`src/lseg_pkg.sv`:
```
// Constants shared by the line status event generator.
// Assumes a 100 MHz master clock and a 32-bit AXI4-Lite register bus.
package lseg_pkg;

   // ----------------------------------------------------------------
   // Register indices (byte address is four times the index)
   // ----------------------------------------------------------------
   localparam logic [5:0] LSEG_IDX_MASK = 6'h14;
   localparam logic [5:0] LSEG_IDX_EDGE_SEL = 6'h16;
   localparam logic [5:0] LSEG_IDX_STATUS = 6'h17;
   localparam logic [5:0] LSEG_IDX_INT_STATUS = 6'h19;
   localparam logic [5:0] LSEG_IDX_CTRL = 6'h20;

   // ----------------------------------------------------------------
   // Field positions and reset values
   // ----------------------------------------------------------------
   localparam int LSEG_NSRC = 7;
   localparam int LSEG_BIT_LOS = 0;
   localparam int LSEG_BIT_AIS = 1;
   localparam int LSEG_BIT_DF = 2;
   localparam int LSEG_BIT_TRANSMIT_CLOCK = 3;
   localparam int LSEG_BIT_PRBS = 4;
   localparam int LSEG_BIT_DEACT = 5;
   localparam int LSEG_BIT_ACT = 6;
   localparam int LSEG_CTRL_AUTO_REMOTE_LOOP_ENABLE = 0;
   localparam int LSEG_CTRL_RLP = 1;
   localparam logic [6:0] LSEG_MASK_RESET = 7'h7f;
   localparam logic [6:0] LSEG_EDGE_SEL_RESET = 7'h00;
   localparam logic [6:0] LSEG_STATUS_RESET = 7'h00;

   // ----------------------------------------------------------------
   // Timing
   // ----------------------------------------------------------------
   localparam longint LSEG_CLK_HZ = 100000000;
   localparam longint LSEG_QUAL_SHORT_MS = 40;
   localparam longint LSEG_QUAL_LONG_MS = 5100;
   localparam int unsigned LSEG_QUAL_SHORT_CYC = 32'(LSEG_QUAL_SHORT_MS * LSEG_CLK_HZ / 1000);
   localparam int unsigned LSEG_QUAL_LONG_CYC = 32'(LSEG_QUAL_LONG_MS * LSEG_CLK_HZ / 1000);
   // Seventy master clock cycles without a transmit clock change
   localparam logic [7:0] LSEG_TRANSMIT_CLOCK_LOSS_CYC = 8'h46;

   // ----------------------------------------------------------------
   // Bus responses
   // ----------------------------------------------------------------
   localparam logic [1:0] LSEG_RESP_OKAY = 2'b00;
   localparam logic [1:0] LSEG_RESP_SLVERR = 2'b10;

endpackage

```
`src/lseg_top.sv`:
```
// Line status monitor and interrupt event generator, AXI4-Lite slave.
// Assumes detector levels arrive asynchronously on pins; all are synchronised here.
`timescale 1ns/1ns
`default_nettype none
module lseg_top
   import lseg_pkg::*;
#(
   parameter int unsigned QUAL_SHORT_CYCLES = LSEG_QUAL_SHORT_CYC,
   parameter int unsigned QUAL_LONG_CYCLES = LSEG_QUAL_LONG_CYC,
   parameter int ADDR_W = 8
) (
   input wire logic clk,
   input wire logic resetn,
   // AXI4-Lite slave
   input wire logic [ADDR_W-1:0] s_axi_awaddr,
   input wire logic s_axi_awvalid,
   output logic s_axi_awready,
   input wire logic [31:0] s_axi_wdata,
   input wire logic [3:0] s_axi_wstrb,
   input wire logic s_axi_wvalid,
   output logic s_axi_wready,
   output logic [1:0] s_axi_bresp,
   output logic s_axi_bvalid,
   input wire logic s_axi_bready,
   input wire logic [ADDR_W-1:0] s_axi_araddr,
   input wire logic s_axi_arvalid,
   output logic s_axi_arready,
   output logic [31:0] s_axi_rdata,
   output logic [1:0] s_axi_rresp,
   output logic s_axi_rvalid,
   input wire logic s_axi_rready,
   // Detector levels, asynchronous
   input wire logic activate_code_seen,
   input wire logic deactivate_code_seen,
   input wire logic code_error_rate_high,
   input wire logic pattern_sync_in,
   input wire logic transmit_clock,
   input wire logic driver_short_in,
   input wire logic alarm_indication_in,
   input wire logic receive_line_pair_loss,
   // Results
   output logic irq,
   output logic remote_loop_active,
   output logic [6:0] line_status
);

   // ----------------------------------------------------------------
   // Register map (byte address is four times the index, one word each)
   // ----------------------------------------------------------------
   // 0x50 mask, read/write, resets to 0x7f; a 0 bit lets that source interrupt
   // 0x58 edge select, read/write, resets to 0x00; 0 rising only, 1 both ways
   // 0x5c line status, read only, the real-time image below
   // 0x64 interrupt status, read only; a read returns and clears the latch
   // 0x80 control: bit 0 auto remote loop enable, bit 1 remote loop (read only)
   // Any other word answers with a slave error and reads as zero.
   // Writes to the two read-only words are dropped with an okay response, so
   // software that writes back a whole block sees no spurious errors.
   //
   // Bit layout shared by mask, edge select, line status and interrupt status:
   //    6  activate code detected
   //    5  deactivate code detected
   //    4  pattern sync
   //    3  transmit clock missing
   //    2  driver fail
   //    1  alarm indication
   //    0  signal loss
   // Bits 31:7 read as zero and are ignored on write; only byte lane 0 has effect.

   // ----------------------------------------------------------------
   // State
   // ----------------------------------------------------------------
   // Synchroniser lanes:
   //    0 signal loss
   //    1 alarm indication
   //    2 driver short
   //    3 pattern sync
   //    4 transmit clock
   //    5 activate code
   //    6 deactivate code
   //    7 code error rate
   typedef struct packed {
      logic [7:0] sync1;
      logic [7:0] sync2;
      logic transmit_clock_prev;
      logic [7:0] transmit_clock_cnt;
      logic [1:0][31:0] qual_cnt;
      logic [6:0] status;
      logic [6:0] status_prev;
      logic [6:0] edge_sel;
      logic [6:0] mask;
      logic [6:0] int_status;
      logic auto_remote_loop_enable;
      logic rloop;
      logic aw_held;
      logic [ADDR_W-1:0] awaddr;
      logic w_held;
      logic [31:0] wdata;
      logic [3:0] wstrb;
      logic bvalid;
      logic [1:0] bresp;
      logic rvalid;
      logic [31:0] rdata;
      logic [1:0] rresp;
   } lseg_state_t;

   lseg_state_t st_q;
   lseg_state_t st_d;

   localparam lseg_state_t LSEG_STATE_RESET = '{
      sync1: 8'h00,
      sync2: 8'h00,
      transmit_clock_prev: 1'b0,
      transmit_clock_cnt: 8'h00,
      qual_cnt: '0,
      status: LSEG_STATUS_RESET,
      status_prev: LSEG_STATUS_RESET,
      edge_sel: LSEG_EDGE_SEL_RESET,
      mask: LSEG_MASK_RESET,
      int_status: 7'h00,
      auto_remote_loop_enable: 1'b0,
      rloop: 1'b0,
      aw_held: 1'b0,
      awaddr: '0,
      w_held: 1'b0,
      wdata: 32'h0000_0000,
      wstrb: 4'h0,
      bvalid: 1'b0,
      bresp: LSEG_RESP_OKAY,
      rvalid: 1'b0,
      rdata: 32'h0000_0000,
      rresp: LSEG_RESP_OKAY};

   logic [7:0] raw_in;
   assign raw_in = {code_error_rate_high, deactivate_code_seen, activate_code_seen, transmit_clock,
                    pattern_sync_in, driver_short_in, alarm_indication_in, receive_line_pair_loss};

   // ----------------------------------------------------------------
   // Edge events
   // ----------------------------------------------------------------
   // One lane per source; a masked source never reaches the latch, so
   // unmasking later cannot replay an old transition.
   logic [6:0] src_rise;
   logic [6:0] src_change;
   logic [6:0] src_event;
   for (genvar g = 0; g < LSEG_NSRC; g++) begin : g_edge
      assign src_rise[g] = st_q.status[g] & ~st_q.status_prev[g];
      assign src_change[g] = st_q.status[g] ^ st_q.status_prev[g];
      assign src_event[g] = (st_q.edge_sel[g] ? src_change[g] : src_rise[g]) & ~st_q.mask[g];
   end

   // ----------------------------------------------------------------
   // Next state
   // ----------------------------------------------------------------
   always_comb begin
      logic [31:0] qual_limit;
      logic [1:0] code_st;
      logic [6:0] rise;
      logic [6:0] event_v;
      logic [5:0] widx;
      logic [5:0] ridx;
      logic aw_hs;
      logic w_hs;
      logic ar_hs;
      qual_limit = 32'h0;
      code_st = 2'b00;
      rise = 7'h00;
      event_v = 7'h00;
      widx = 6'h00;
      ridx = 6'h00;
      aw_hs = 1'b0;
      w_hs = 1'b0;
      ar_hs = 1'b0;
      st_d = st_q;

      // Two-stage synchronisers; stage one feeds only stage two
      st_d.sync1 = raw_in;
      st_d.sync2 = st_q.sync1;

      // Transmit clock activity watchdog, saturating one past the limit
      // The pin is sampled, not used as a clock: toggles faster than half
      // the master clock are not seen, which the loss rule tolerates.
      st_d.transmit_clock_prev = st_q.sync2[4];
      if (st_q.sync2[4] != st_q.transmit_clock_prev) begin
         st_d.transmit_clock_cnt = 8'h00;
      end else if (st_q.transmit_clock_cnt <= LSEG_TRANSMIT_CLOCK_LOSS_CYC) begin
         st_d.transmit_clock_cnt = st_q.transmit_clock_cnt + 8'd1;
      end

      // Inband code qualification; the long window applies with auto loopback
      // Counters saturate one past the limit so a long code never wraps back
      // to an unqualified count.
      // One shared error-rate flag clears both code bits; a code that drops
      // with the error rate still low keeps its status, as the hold rule asks.
      qual_limit = st_q.auto_remote_loop_enable ? QUAL_LONG_CYCLES : QUAL_SHORT_CYCLES;
      for (int i = 0; i < 2; i++) begin
         code_st[i] = st_q.status[LSEG_BIT_ACT - i];
         if (!st_q.sync2[5 + i] || st_q.sync2[7]) begin
            st_d.qual_cnt[i] = 32'h0;
         end else if (st_q.qual_cnt[i] <= qual_limit) begin
            st_d.qual_cnt[i] = st_q.qual_cnt[i] + 32'd1;
         end
         if (st_q.sync2[7]) begin
            code_st[i] = 1'b0;
         end else if (st_q.qual_cnt[i] > qual_limit) begin
            code_st[i] = 1'b1;
         end
      end

      // Real-time status register image
      st_d.status[LSEG_BIT_ACT] = code_st[0];
      st_d.status[LSEG_BIT_DEACT] = code_st[1];
      st_d.status[LSEG_BIT_PRBS] = st_q.sync2[3];
      st_d.status[LSEG_BIT_TRANSMIT_CLOCK] = (st_q.transmit_clock_cnt > LSEG_TRANSMIT_CLOCK_LOSS_CYC);
      st_d.status[LSEG_BIT_DF] = st_q.sync2[2];
      st_d.status[LSEG_BIT_AIS] = st_q.sync2[1];
      st_d.status[LSEG_BIT_LOS] = st_q.sync2[0];

      // Edge events against last cycle's status
      st_d.status_prev = st_q.status;
      rise = src_rise;
      event_v = src_event;

      // Remote loopback follows code detection; deactivate wins a tie
      // The loop state is held until the opposite code qualifies; codes that
      // merely go away leave it as it is.
      if (rise[LSEG_BIT_DEACT]) begin
         st_d.rloop = 1'b0;
      end else if (rise[LSEG_BIT_ACT]) begin
         st_d.rloop = 1'b1;
      end

      // Write channel capture, either order
      // A half that arrives alone is parked until its partner comes; readies
      // stay low while the response is pending, which keeps at most one
      // write in flight.
      aw_hs = s_axi_awvalid && !st_q.aw_held && !st_q.bvalid;
      w_hs = s_axi_wvalid && !st_q.w_held && !st_q.bvalid;
      if (aw_hs) begin
         st_d.aw_held = 1'b1;
         st_d.awaddr = s_axi_awaddr;
      end
      if (w_hs) begin
         st_d.w_held = 1'b1;
         st_d.wdata = s_axi_wdata;
         st_d.wstrb = s_axi_wstrb;
      end

      // Perform write once both halves are held
      if (st_q.aw_held && st_q.w_held) begin
         // Index from the word address; byte offsets within the word are
         // ignored, as every register is one aligned word.
         widx = st_q.awaddr[ADDR_W-1:2];
         st_d.aw_held = 1'b0;
         st_d.w_held = 1'b0;
         st_d.bvalid = 1'b1;
         st_d.bresp = LSEG_RESP_OKAY;
         case (widx)
            LSEG_IDX_MASK: begin
               if (st_q.wstrb[0]) begin
                  st_d.mask = st_q.wdata[6:0];
               end
            end
            LSEG_IDX_EDGE_SEL: begin
               if (st_q.wstrb[0]) begin
                  st_d.edge_sel = st_q.wdata[6:0];
               end
            end
            LSEG_IDX_CTRL: begin
               if (st_q.wstrb[0]) begin
                  st_d.auto_remote_loop_enable = st_q.wdata[LSEG_CTRL_AUTO_REMOTE_LOOP_ENABLE];
               end
            end
            LSEG_IDX_STATUS, LSEG_IDX_INT_STATUS: begin
               // Read-only: write ignored
               st_d.bresp = LSEG_RESP_OKAY;
            end
            default: begin
               st_d.bresp = LSEG_RESP_SLVERR;
            end
         endcase
      end else if (st_q.bvalid && s_axi_bready) begin
         st_d.bvalid = 1'b0;
      end

      // Read channel: one outstanding read, answered the next cycle
      // Read data is captured at the handshake, so a status bit that moves
      // while rvalid waits for rready cannot tear the answer.
      ar_hs = s_axi_arvalid && !st_q.rvalid;
      if (st_q.rvalid && s_axi_rready) begin
         st_d.rvalid = 1'b0;
      end
      if (ar_hs) begin
         ridx = s_axi_araddr[ADDR_W-1:2];
         st_d.rvalid = 1'b1;
         st_d.rresp = LSEG_RESP_OKAY;
         st_d.rdata = 32'h0000_0000;
         case (ridx)
            LSEG_IDX_MASK: begin
               st_d.rdata[6:0] = st_q.mask;
            end
            LSEG_IDX_EDGE_SEL: begin
               st_d.rdata[6:0] = st_q.edge_sel;
            end
            LSEG_IDX_STATUS: begin
               st_d.rdata[6:0] = st_q.status;
            end
            LSEG_IDX_INT_STATUS: begin
               st_d.rdata[6:0] = st_q.int_status;
               st_d.int_status = 7'h00;
            end
            LSEG_IDX_CTRL: begin
               st_d.rdata[LSEG_CTRL_AUTO_REMOTE_LOOP_ENABLE] = st_q.auto_remote_loop_enable;
               st_d.rdata[LSEG_CTRL_RLP] = st_q.rloop;
            end
            default: begin
               st_d.rresp = LSEG_RESP_SLVERR;
            end
         endcase
      end

      // New events win over a clearing read in the same cycle, so no event
      // is lost between a read and the next one
      st_d.int_status = st_d.int_status | event_v;
   end

   // Synchronous reset returns every field, synchronisers included, to idle,
   // so the first cycles after release see no false edge.
   always_ff @(posedge clk) begin
      if (!resetn) begin
         st_q <= LSEG_STATE_RESET;
      end else begin
         st_q <= st_d;
      end
   end

   // ----------------------------------------------------------------
   // Outputs
   // ----------------------------------------------------------------
   // Readies are decoded straight from state; valids and data come from flops.
   // A master therefore sees a ready drop in the cycle after its handshake.
   assign s_axi_awready = !st_q.aw_held && !st_q.bvalid;
   assign s_axi_wready = !st_q.w_held && !st_q.bvalid;
   assign s_axi_bvalid = st_q.bvalid;
   assign s_axi_bresp = st_q.bresp;
   assign s_axi_arready = !st_q.rvalid;
   assign s_axi_rvalid = st_q.rvalid;
   assign s_axi_rdata = st_q.rdata;
   assign s_axi_rresp = st_q.rresp;
   // Latched bits were unmasked when set; re-gating lets a later mask silence them
   assign irq = |(st_q.int_status & ~st_q.mask);
   assign remote_loop_active = st_q.rloop;
   assign line_status = st_q.status;

endmodule
`default_nettype wire

```
`config.mk`:
```
export PLATFORM = sky130hd
export DESIGN_NAME = lseg_top
export DESIGN_NICKNAME = d
export VERILOG_FILES = /design/src/lseg_pkg.sv /design/src/lseg_top.sv
export SDC_FILE = /design/constraint.sdc
export NUM_CORES = 1
export LEC_CHECK = 0
export BUFFER_PORTS_ARGS = -buffer_cell sky130_fd_sc_hd__buf_2
export CAP_MARGIN = 10
export CORE_MARGIN = 4
export CORE_UTILIZATION = 35
export DETAILED_ROUTE_END_ITERATION = 8
export GPL_ROUTABILITY_DRIVEN = 0
export HOLD_SLACK_MARGIN = 0.05
export PLACE_DENSITY = 0.61
export SLEW_MARGIN = 20
export SYNTH_ARGS = -nofsm -noshare
export SYNTH_HDL_FRONTEND = slang
export SYNTH_SLANG_ARGS = --single-unit
```
`constraint.sdc`:
```
create_clock -name clk -period 2.9 [get_ports clk]
set_clock_uncertainty 0.05 [all_clocks]
set_input_delay 0.145 -clock clk [delete_from_list [all_inputs] [get_ports clk]]
set_output_delay 0.145 -clock clk [all_outputs]
set_load 0.05 [all_outputs]
```
After elaboration in Yosys (flattened, before gate mapping). Index checks and enable logic that the tools add are counted.

Bits in read-only memories: 0. Output and inout port bits: 50. Latch bits: 0. Logic and storage cells: 134. Register bits after elaboration: 157. RAM bits: 0. Memories: 0.

$lt $le $gt $ge: 6. Divide/modulo/power cells: 0. Multiply operators: 0. Add/sub/neg operators: 3. Bitwise operators: 39. Reductions and logical operators: 32. Equality and inequality tests: 11. Mux-type cells: 18. Shift operators: 0.

Operator list (number): adder 32 x 1 -> 32 bit (second input constant) (2); > comparator 32 x 29 -> 1 bit (2); <= comparator 32 x 29 -> 1 bit (2); equality test 6 x 5 -> 1 bit (second input constant) (8); two-way mux 35 bit (1); two-way mux 29 bit (1); one-hot mux 5 bit (4 select lines) (1); inverter 1 bit (15); bitwise AND 1 bit (14); two-way mux 7 bit (2); equality test 6 bit (second input constant) (2); OR reduction 2 bit (6); logical AND 1 bit (10); two-way mux 1 bit (10); one-hot mux 2 bit (5 select lines) (1); OR reduction 5 bit (2); AND reduction 3 bit (3); adder 8 x 1 -> 8 bit (second input constant) (1); > comparator 8 x 7 -> 1 bit (second input constant) (1); <= comparator 8 x 7 -> 1 bit (second input constant) (1); bitwise AND 7 bit (1); inverter 7 bit (1); OR 7 bit (1); OR reduction 7 bit (1); 6 further kinds (20).

Depth between registers and ports, before layout. Gate-level depths: netlist (run 1).

Depth in word-level cells: 5. Mapped depth: 11. Mapped depth without buffers: 8.

Least setup slack after synthesis (run 1). No wires, ideal clock.

Path kind: register to register. From: reg st_q[85] in the netlist's numbering. To: reg st_q[175] in the netlist's numbering. Setup time: 0.070 ns. Slack: 0.094 ns. Cell stages (with the launch flop): 10. Period minus slack after synthesis: 2.806 ns. Required time: 2.780 ns. Arrival time: 2.686 ns. Path through: dfxtp_1 inv_1 ha_1 a211oi_1 o211ai_1 nor4_1 a221oi_2 clkbuf_1 or4_1 a21oi_1.

Word-level cells in the longest chain between the ends: 2.

RTL lines: start, declared (RTL line lseg_top.sv:106) `lseg_state_t st_q;`; start signal, assigned (RTL line lseg_top.sv:332) `st_q <= st_d;`; two-way mux 29 bit (RTL line lseg_top.sv:194) `qual_limit = st_q.auto_remote_loop_enable ? QUAL_LONG_CYCLES : QUAL_SHORT_CYCLES;`; <= comparator 32 x 29 -> 1 bit (RTL line lseg_top.sv:199) `end else if (st_q.qual_cnt[i] <= qual_limit) begin`.

No other way between the ends. A chain may end at the register's enable or synchronous reset.

Worst setup path in the final report (run 1).
From: reg st_q[85] in the netlist's numbering. To: reg st_q[137] in the netlist's numbering.

The elaborated chain is that of the path after synthesis.

==> results of run 1 <==
## where the power goes
group | switching (W) | leakage [nW] | internal (W)
combinational | 0.000213 | 1.95 | 0.000103
clock | 0.000988 | 0.270 | 0.00113
sequential | 0.0000308 | 1.24 | 0.00214
## cell usage after synthesis, drive strengths merged (24+ instances only)
library cell    n
o21ai          43
dfxtp         153
a21oi          56
nand4          24
inv            31
and2           39
mux2i          46
nor2           43
ha             39
clkbuf         29
buf            56
nand2         114
nand3          39
## worst paths after layout
check	start	end	slack (ns)	cells after the start
setup / recovery	st_q[85]$_SDFFE_PN0P_	st_q[137]$_SDFFE_PP0P_	0.23	10
hold / removal	resetn	line_status[6]$_SDFFE_PP0N_	0.15	3
setup reg to reg	st_q[85]$_SDFFE_PN0P_	st_q[137]$_SDFFE_PP0P_	0.23	10
hold reg to reg	st_d[116]$_SDFF_PN0_	line_status[2]$_SDFF_PN0_	0.38	1
## per-layer routing
layer  wire length (µm)  global-route usage (%)  vias up
met1               8520                    18.7     3146
met5                 13                       0        -
li1                   -                       -     3397
met3                669                    3.33       26
met4                428                    5.05        2
met2               8670                    23.8      115
## area by class of cell
class	count	area share (%)
flip-flops and latches	153	33.0
clock inverters	15	1.40
well taps	285	3.84
multi-input cells	688	48.1
inverters	31	1.25
repair buffers	103	7.87
clock buffers	17	4.58
## tightest hold or removal path, cell delays in order
cell and delay, ns:
buf_2 0.10, nor2b_1 0.20, o21a_1 0.13
## repair_timing
item | in CTS | in global routing
gates resized for setup | 0 | 2
setup endpoints to repair | 0 | 22
endpoints found under the hold margin | 24 | 0
hold buffers | 25 | 0
## cells by family after synthesis
family | Yosys count | synth area share, %
mux | 46 | 5.72
flops | 153 | 38.1
xor+xnor | 7 | 0.762
buf+inv | 116 | 7.84
other cells | 1 | 0.0466
fa+ha+maj | 39 | 6.07
compound gates | 183 | 16.0
simple gates | 386 | 25.5
## per-stage QoR
stage                     power, W  cells  hold WS, ns  worst slack [ns]
after floorplan            0.00247    957        0.222            0.0939
after global placement     0.00251   1235        0.301             0.132
after detailed placement   0.00251   1235        0.306             0.121
after CTS                  0.00468   1292        0.139            0.0905
after global routing       0.00478   1292        0.159          0.000702
final                      0.00460   1292        0.146             0.225
## state kept, by name (all words and copies together), names as in the netlist
register and count:
st_d 13, s_axi_rdata 7, st_q 121, s_axi_bresp 1, line_status 7, s_axi_rvalid 1
s_axi_rresp 1, s_axi_bvalid 1, remote_loop_active 1
==> flow_summary.ini, run 1 <==
[run_status]
status = complete, no violations

[global_routing]
antenna_found_initial = 1
grt.total_usage_pct = 14.5
grt_pass1_wl_um = 30900
grt_pass1_vias = 6286
grt_max_degree = 82
overflow = 0

[die]
io_pins = 117
die_area_mm2 = 0.0255
die_h_um = 160
coreArea_mm2 = 0.0226
die_w_um = 160
start_util_pct = 35.5
rows = 55

[detailed_routing]
initialDrtViolationCount = 319
drc = 0
avgViaCountPerCell = 5.17
wirelength_um = 18300
ant_nets = 0
vias = 6686
post_drt_wl_per_cell_um = 14.2
dr.pass1.iters = 5

[clocking]
numCtsBuffers = 17
clock_sinks = 153
clockRootBuffer = clkbuf_16
clock_path_buffers = 2
cts_tree = yes
clock_latency_ns = 0.42
clk_pin_slew_worst_paths_ns = 0.07
post_cts_buffers = 0
htree_levels = 4

[timing]
setup_viol = 0
drv_slew = 0
rsz0062_at_grt = false
slew_headroom_pct = 53.5
layout_min_cycle_time_ns = 2.67
worst_pin_slew_ns = 0.696
setup-tns-final_ns = 0
fmax_ghz = 0.374
report.final.hold_viol_count = 0
post-route-period-util_pct = 92.2

[setup_path]
crit_top_cell = a21o_1
cp.required_ns = 3.21
max_stage_delay_ns = 0.44
crit_path_cell_trace = inv_2, buf_4, ha_1, a21o_1, a21o_1, a31oi_2, o211ai_2, buf_12, a2111oi_1, mux2i_1
cp_num_buf_inv = 3
end_kind = flip-flop
cpLargestDelayFamily = compound AO/OA/AOI/OAI gates
cp_max_fo = 24
slowest_stage = a2111oi_1
crit_arrival_ns = 2.98
cp-start-kind = flip-flop
critical_path_class = reg2reg

[pwr]
leakage_nw = 3.46
powerDensity_mw_per_mm2 = 496
peakVddDrop_v = 0.000393

[yosys]
synth-seq-cells = 153
syn_avg_cell_area_um2 = 8.64
seq_area_frac_synth_pct = 38.1
synth_area_mm2 = 0.00805
synth_cells = 931
yosysUniqueCellTypes = 64
yosysTopAreaCellShare_pct = 38.1
synth_area_leaders = dfxtp_1 38%, ha_1 6.1%, mux2i_1 5.7%, nand2_1 5.3%, buf_4 4.0%
synth_top_area_cell = dfxtp_1
synth-edff-count = 0
synth_ff_type = dfxtp_1
ys_async_sr_fraction_pct = 0
yosysWarnings = 0

[final_layout]
regArea_mm2 = 0.00306
post-route-cell-area_mm2 = 0.00929
fillers = 2245
antenna_cells = 0
multi_input_area_mm2 = 0.00446
layout-drive-gt1-share_pct = 12.7
nNetsFinal = 1100
final_cell_mix = 153 x dfxtp_1, 114 x nand2_1, 57 x buf_2
final_util_pct = 41.0
areaGrowthSynthToFinish_pct = 15.4
final_common_cell = dfxtp_1

[flow_run]
maxCapViolCount = 0

[placed_design]
io_buffers = 57
placement.cell_area_mm2 = 0.00848
place_hpwl_um = 12900

[hold_path]
hold_class = in2reg
Note: power is estimated with default switching activity, not from simulation.
==> run 2, diff against run 1 <==
--- a/config.mk
+++ b/config.mk
@@ -13,6 +13,7 @@
 export GPL_ROUTABILITY_DRIVEN = 0
 export HOLD_SLACK_MARGIN = 0.05
 export PLACE_DENSITY = 0.61
+export RECOVER_POWER = 25
 export SLEW_MARGIN = 20
 export SYNTH_ARGS = -nofsm -noshare
 export SYNTH_HDL_FRONTEND = slang
==> run 2 against run 1 <==
Against the previous run:
- hold slack got worse by 0.0019 ns
- cell count unchanged
- register-to-register slack is essentially flat
- highest routed layer unchanged
- critical endpoint unchanged
==> flow_summary.ini, run 2 (synthesis gave the netlist of run 1 again) <==
[die]
io_pins = 117
coreArea_mm2 = 0.0226
start_util_pct = 35.5
die_w_um = 160
rows = 55
die_h_um = 160
die_area_mm2 = 0.0255

[global_routing]
grt.total_usage_pct = 14.5
grt_pass1_vias = 6286
grt_max_degree = 82
overflow = 0
grt_pass1_wl_um = 30900
antenna_found_initial = 1

[clocking]
clockRootBuffer = clkbuf_16
clock_latency_ns = 0.43
htree_levels = 4
numCtsBuffers = 17
clock_sinks = 153
clock_path_buffers = 2
clk_pin_slew_worst_paths_ns = 0.07
cts_tree = yes

[detailed_routing]
wirelength_um = 18300
post_drt_wl_per_cell_um = 14.2
initialDrtViolationCount = 326
vias = 6683
drc = 0
avgViaCountPerCell = 5.17
ant_nets = 0
dr.pass1.iters = 6

[timing]
fin_ws_ns = 0.226
setup_viol = 0
hold_ws_ns = 0.144
worst_pin_slew_ns = 1.28
post-route-period-util_pct = 92.2
report.final.hold_viol_count = 0
layout_min_cycle_time_ns = 2.67
fmax_ghz = 0.374
drv_slew = 0
slew_headroom_pct = 14.8
rsz0062_at_grt = false
setup-tns-final_ns = 0

[pwr]
power_switching_share_pct = 26.9
clock_power_share_pct = 46.1
peakVddDrop_v = 0.000395
leakage_nw = 3.43
pwr-share-seq_pct = 47.1
switchingPower_w = 0.00124
powerDensity_mw_per_mm2 = 497
cellInternalPower_w = 0.00337
power_frac_comb_pct = 6.8

[placed_design]
place_ws_ns = 0.121
io_buffers = 57
place_hpwl_um = 12900

[final_layout]
fillers = 2246
largest-register = st_q
nNetsFinal = 1100
largest_reg_flops = 121
antenna_cells = 0
areaGrowthSynthToFinish_pct = 15.3
final_cell_mix = 153 x dfxtp_1, 114 x nand2_1, 56 x a21oi_1
regArea_mm2 = 0.00306
multi_input_area_mm2 = 0.00446
layout-drive-gt1-share_pct = 12.2
final_common_cell = dfxtp_1

[hold_path]
hp-start = resetn
hold_class = in2reg
min_path_cells = 3
worstHoldEndpoint = line_status[6]$_SDFFE_PP0N_

[setup_path]
r2r.worst_path.cells = 10
r2r_setup_slack_ns = 0.23
end_kind = flip-flop
worst_r2r_endpoint = st_q[137]$_SDFFE_PP0P_
cp-start-kind = flip-flop
reg2reg_from = st_q[85]$_SDFFE_PN0P_
critical_path_class = reg2reg
cp_max_fo = 24
cp.required_ns = 3.21
crit_arrival_ns = 2.99

[run_status]
status = complete, no violations

[flow_run]
maxCapViolCount = 0
-- run 2: changes by cell type in the layout (fill, tap and decap cells not counted), sizes merged --
| cell | before | now |
|---|---|---|
| buf | 78 | 72 |
| clkbuf | 17 | 23 |
-- run 2: timing repair --
item,CTS,global route
gates resized for setup,0,2
setup endpoints to repair,0,22
hold endpoints to repair,24,0
buffers inserted,0,0
hold buffers,25,0
-- run 2: metrics by stage --
step	cells	total power, W	utilization (%)	instance area (µm²)
finish	1292	0.00461	41.0	9280
global route	1292	0.00478	41.0	9280
CTS	1292	0.00468	41.0	9280
detailed placement	1235	0.00251	37.4	8480
global placement	1235	0.00251	37.4	8480
floorplan	957	0.00247	-	8140
-- run 2: worst max path at each step --
stage	startpoint	end	slack [ns]	cells past startpoint
6_report	st_q[85]$_SDFFE_PN0P_	st_q[137]$_SDFFE_PP0P_	0.23	10
5_1_grt	st_q[85]$_SDFFE_PN0P_	st_q[161]$_SDFFE_PP0P_	0.0007	10
4_1_cts	st_q[85]$_SDFFE_PN0P_	st_q[137]$_SDFFE_PP0P_	0.09	10
3_5_place_dp	st_q[85]$_SDFFE_PN0P_	st_q[141]$_SDFFE_PP0P_	0.12	10
3_3_place_gp	st_q[85]$_SDFFE_PN0P_	st_q[137]$_SDFFE_PP0P_	0.13	10
2_1_floorplan	st_q[85]$_SDFFE_PN0P_	st_q[175]$_SDFFE_PP0P_	0.09	9
-- run 2: layer usage --
| metal | vias to the layer above | GRT usage [%] | share of wire (%) |
|---|---|---|---|
| li1 | 3393 | - | - |
| met1 | 3139 | 18.7 | 46 |
| met2 | 125 | 23.8 | 48 |
| met3 | 24 | 3.33 | 3.8 |
| met4 | 2 | 5.05 | 2.2 |
| met5 | - | 0 | 0.071 |
-- run 2: power by group through the flow --
stage / combinational, W / clock, W / sequential, W
after global routing: 0.000344 / 0.00226 / 0.00218
after global placement: 0.000288 / 0 / 0.00222
after CTS: 0.000319 / 0.00219 / 0.00217
after detailed placement: 0.000291 / 0 / 0.00222
final: 0.000315 / 0.00212 / 0.00217
after floorplan: 0.000261 / 0 / 0.00221
-- run 2: worst max-delay path: stages (launching register included) --
cell,delay [ns]
dfxtp_1,0.31
inv_2,0.15
buf_4,0.23
ha_1,0.27
a21o_1,0.18
a21o_1,0.18
a31oi_2,0.24
o211ai_2,0.15
buf_12,0.20
a2111oi_1,0.44
mux2i_1,0.23
-- run 2: cell type report --
cell class	instances	area share (%)
clock buffer	17	4.59
sequential	153	33.0
tap	285	3.84
clock inverter	15	1.40
timing repair buffer	103	7.78
inverter	31	1.25
multi-input combinational	688	48.1
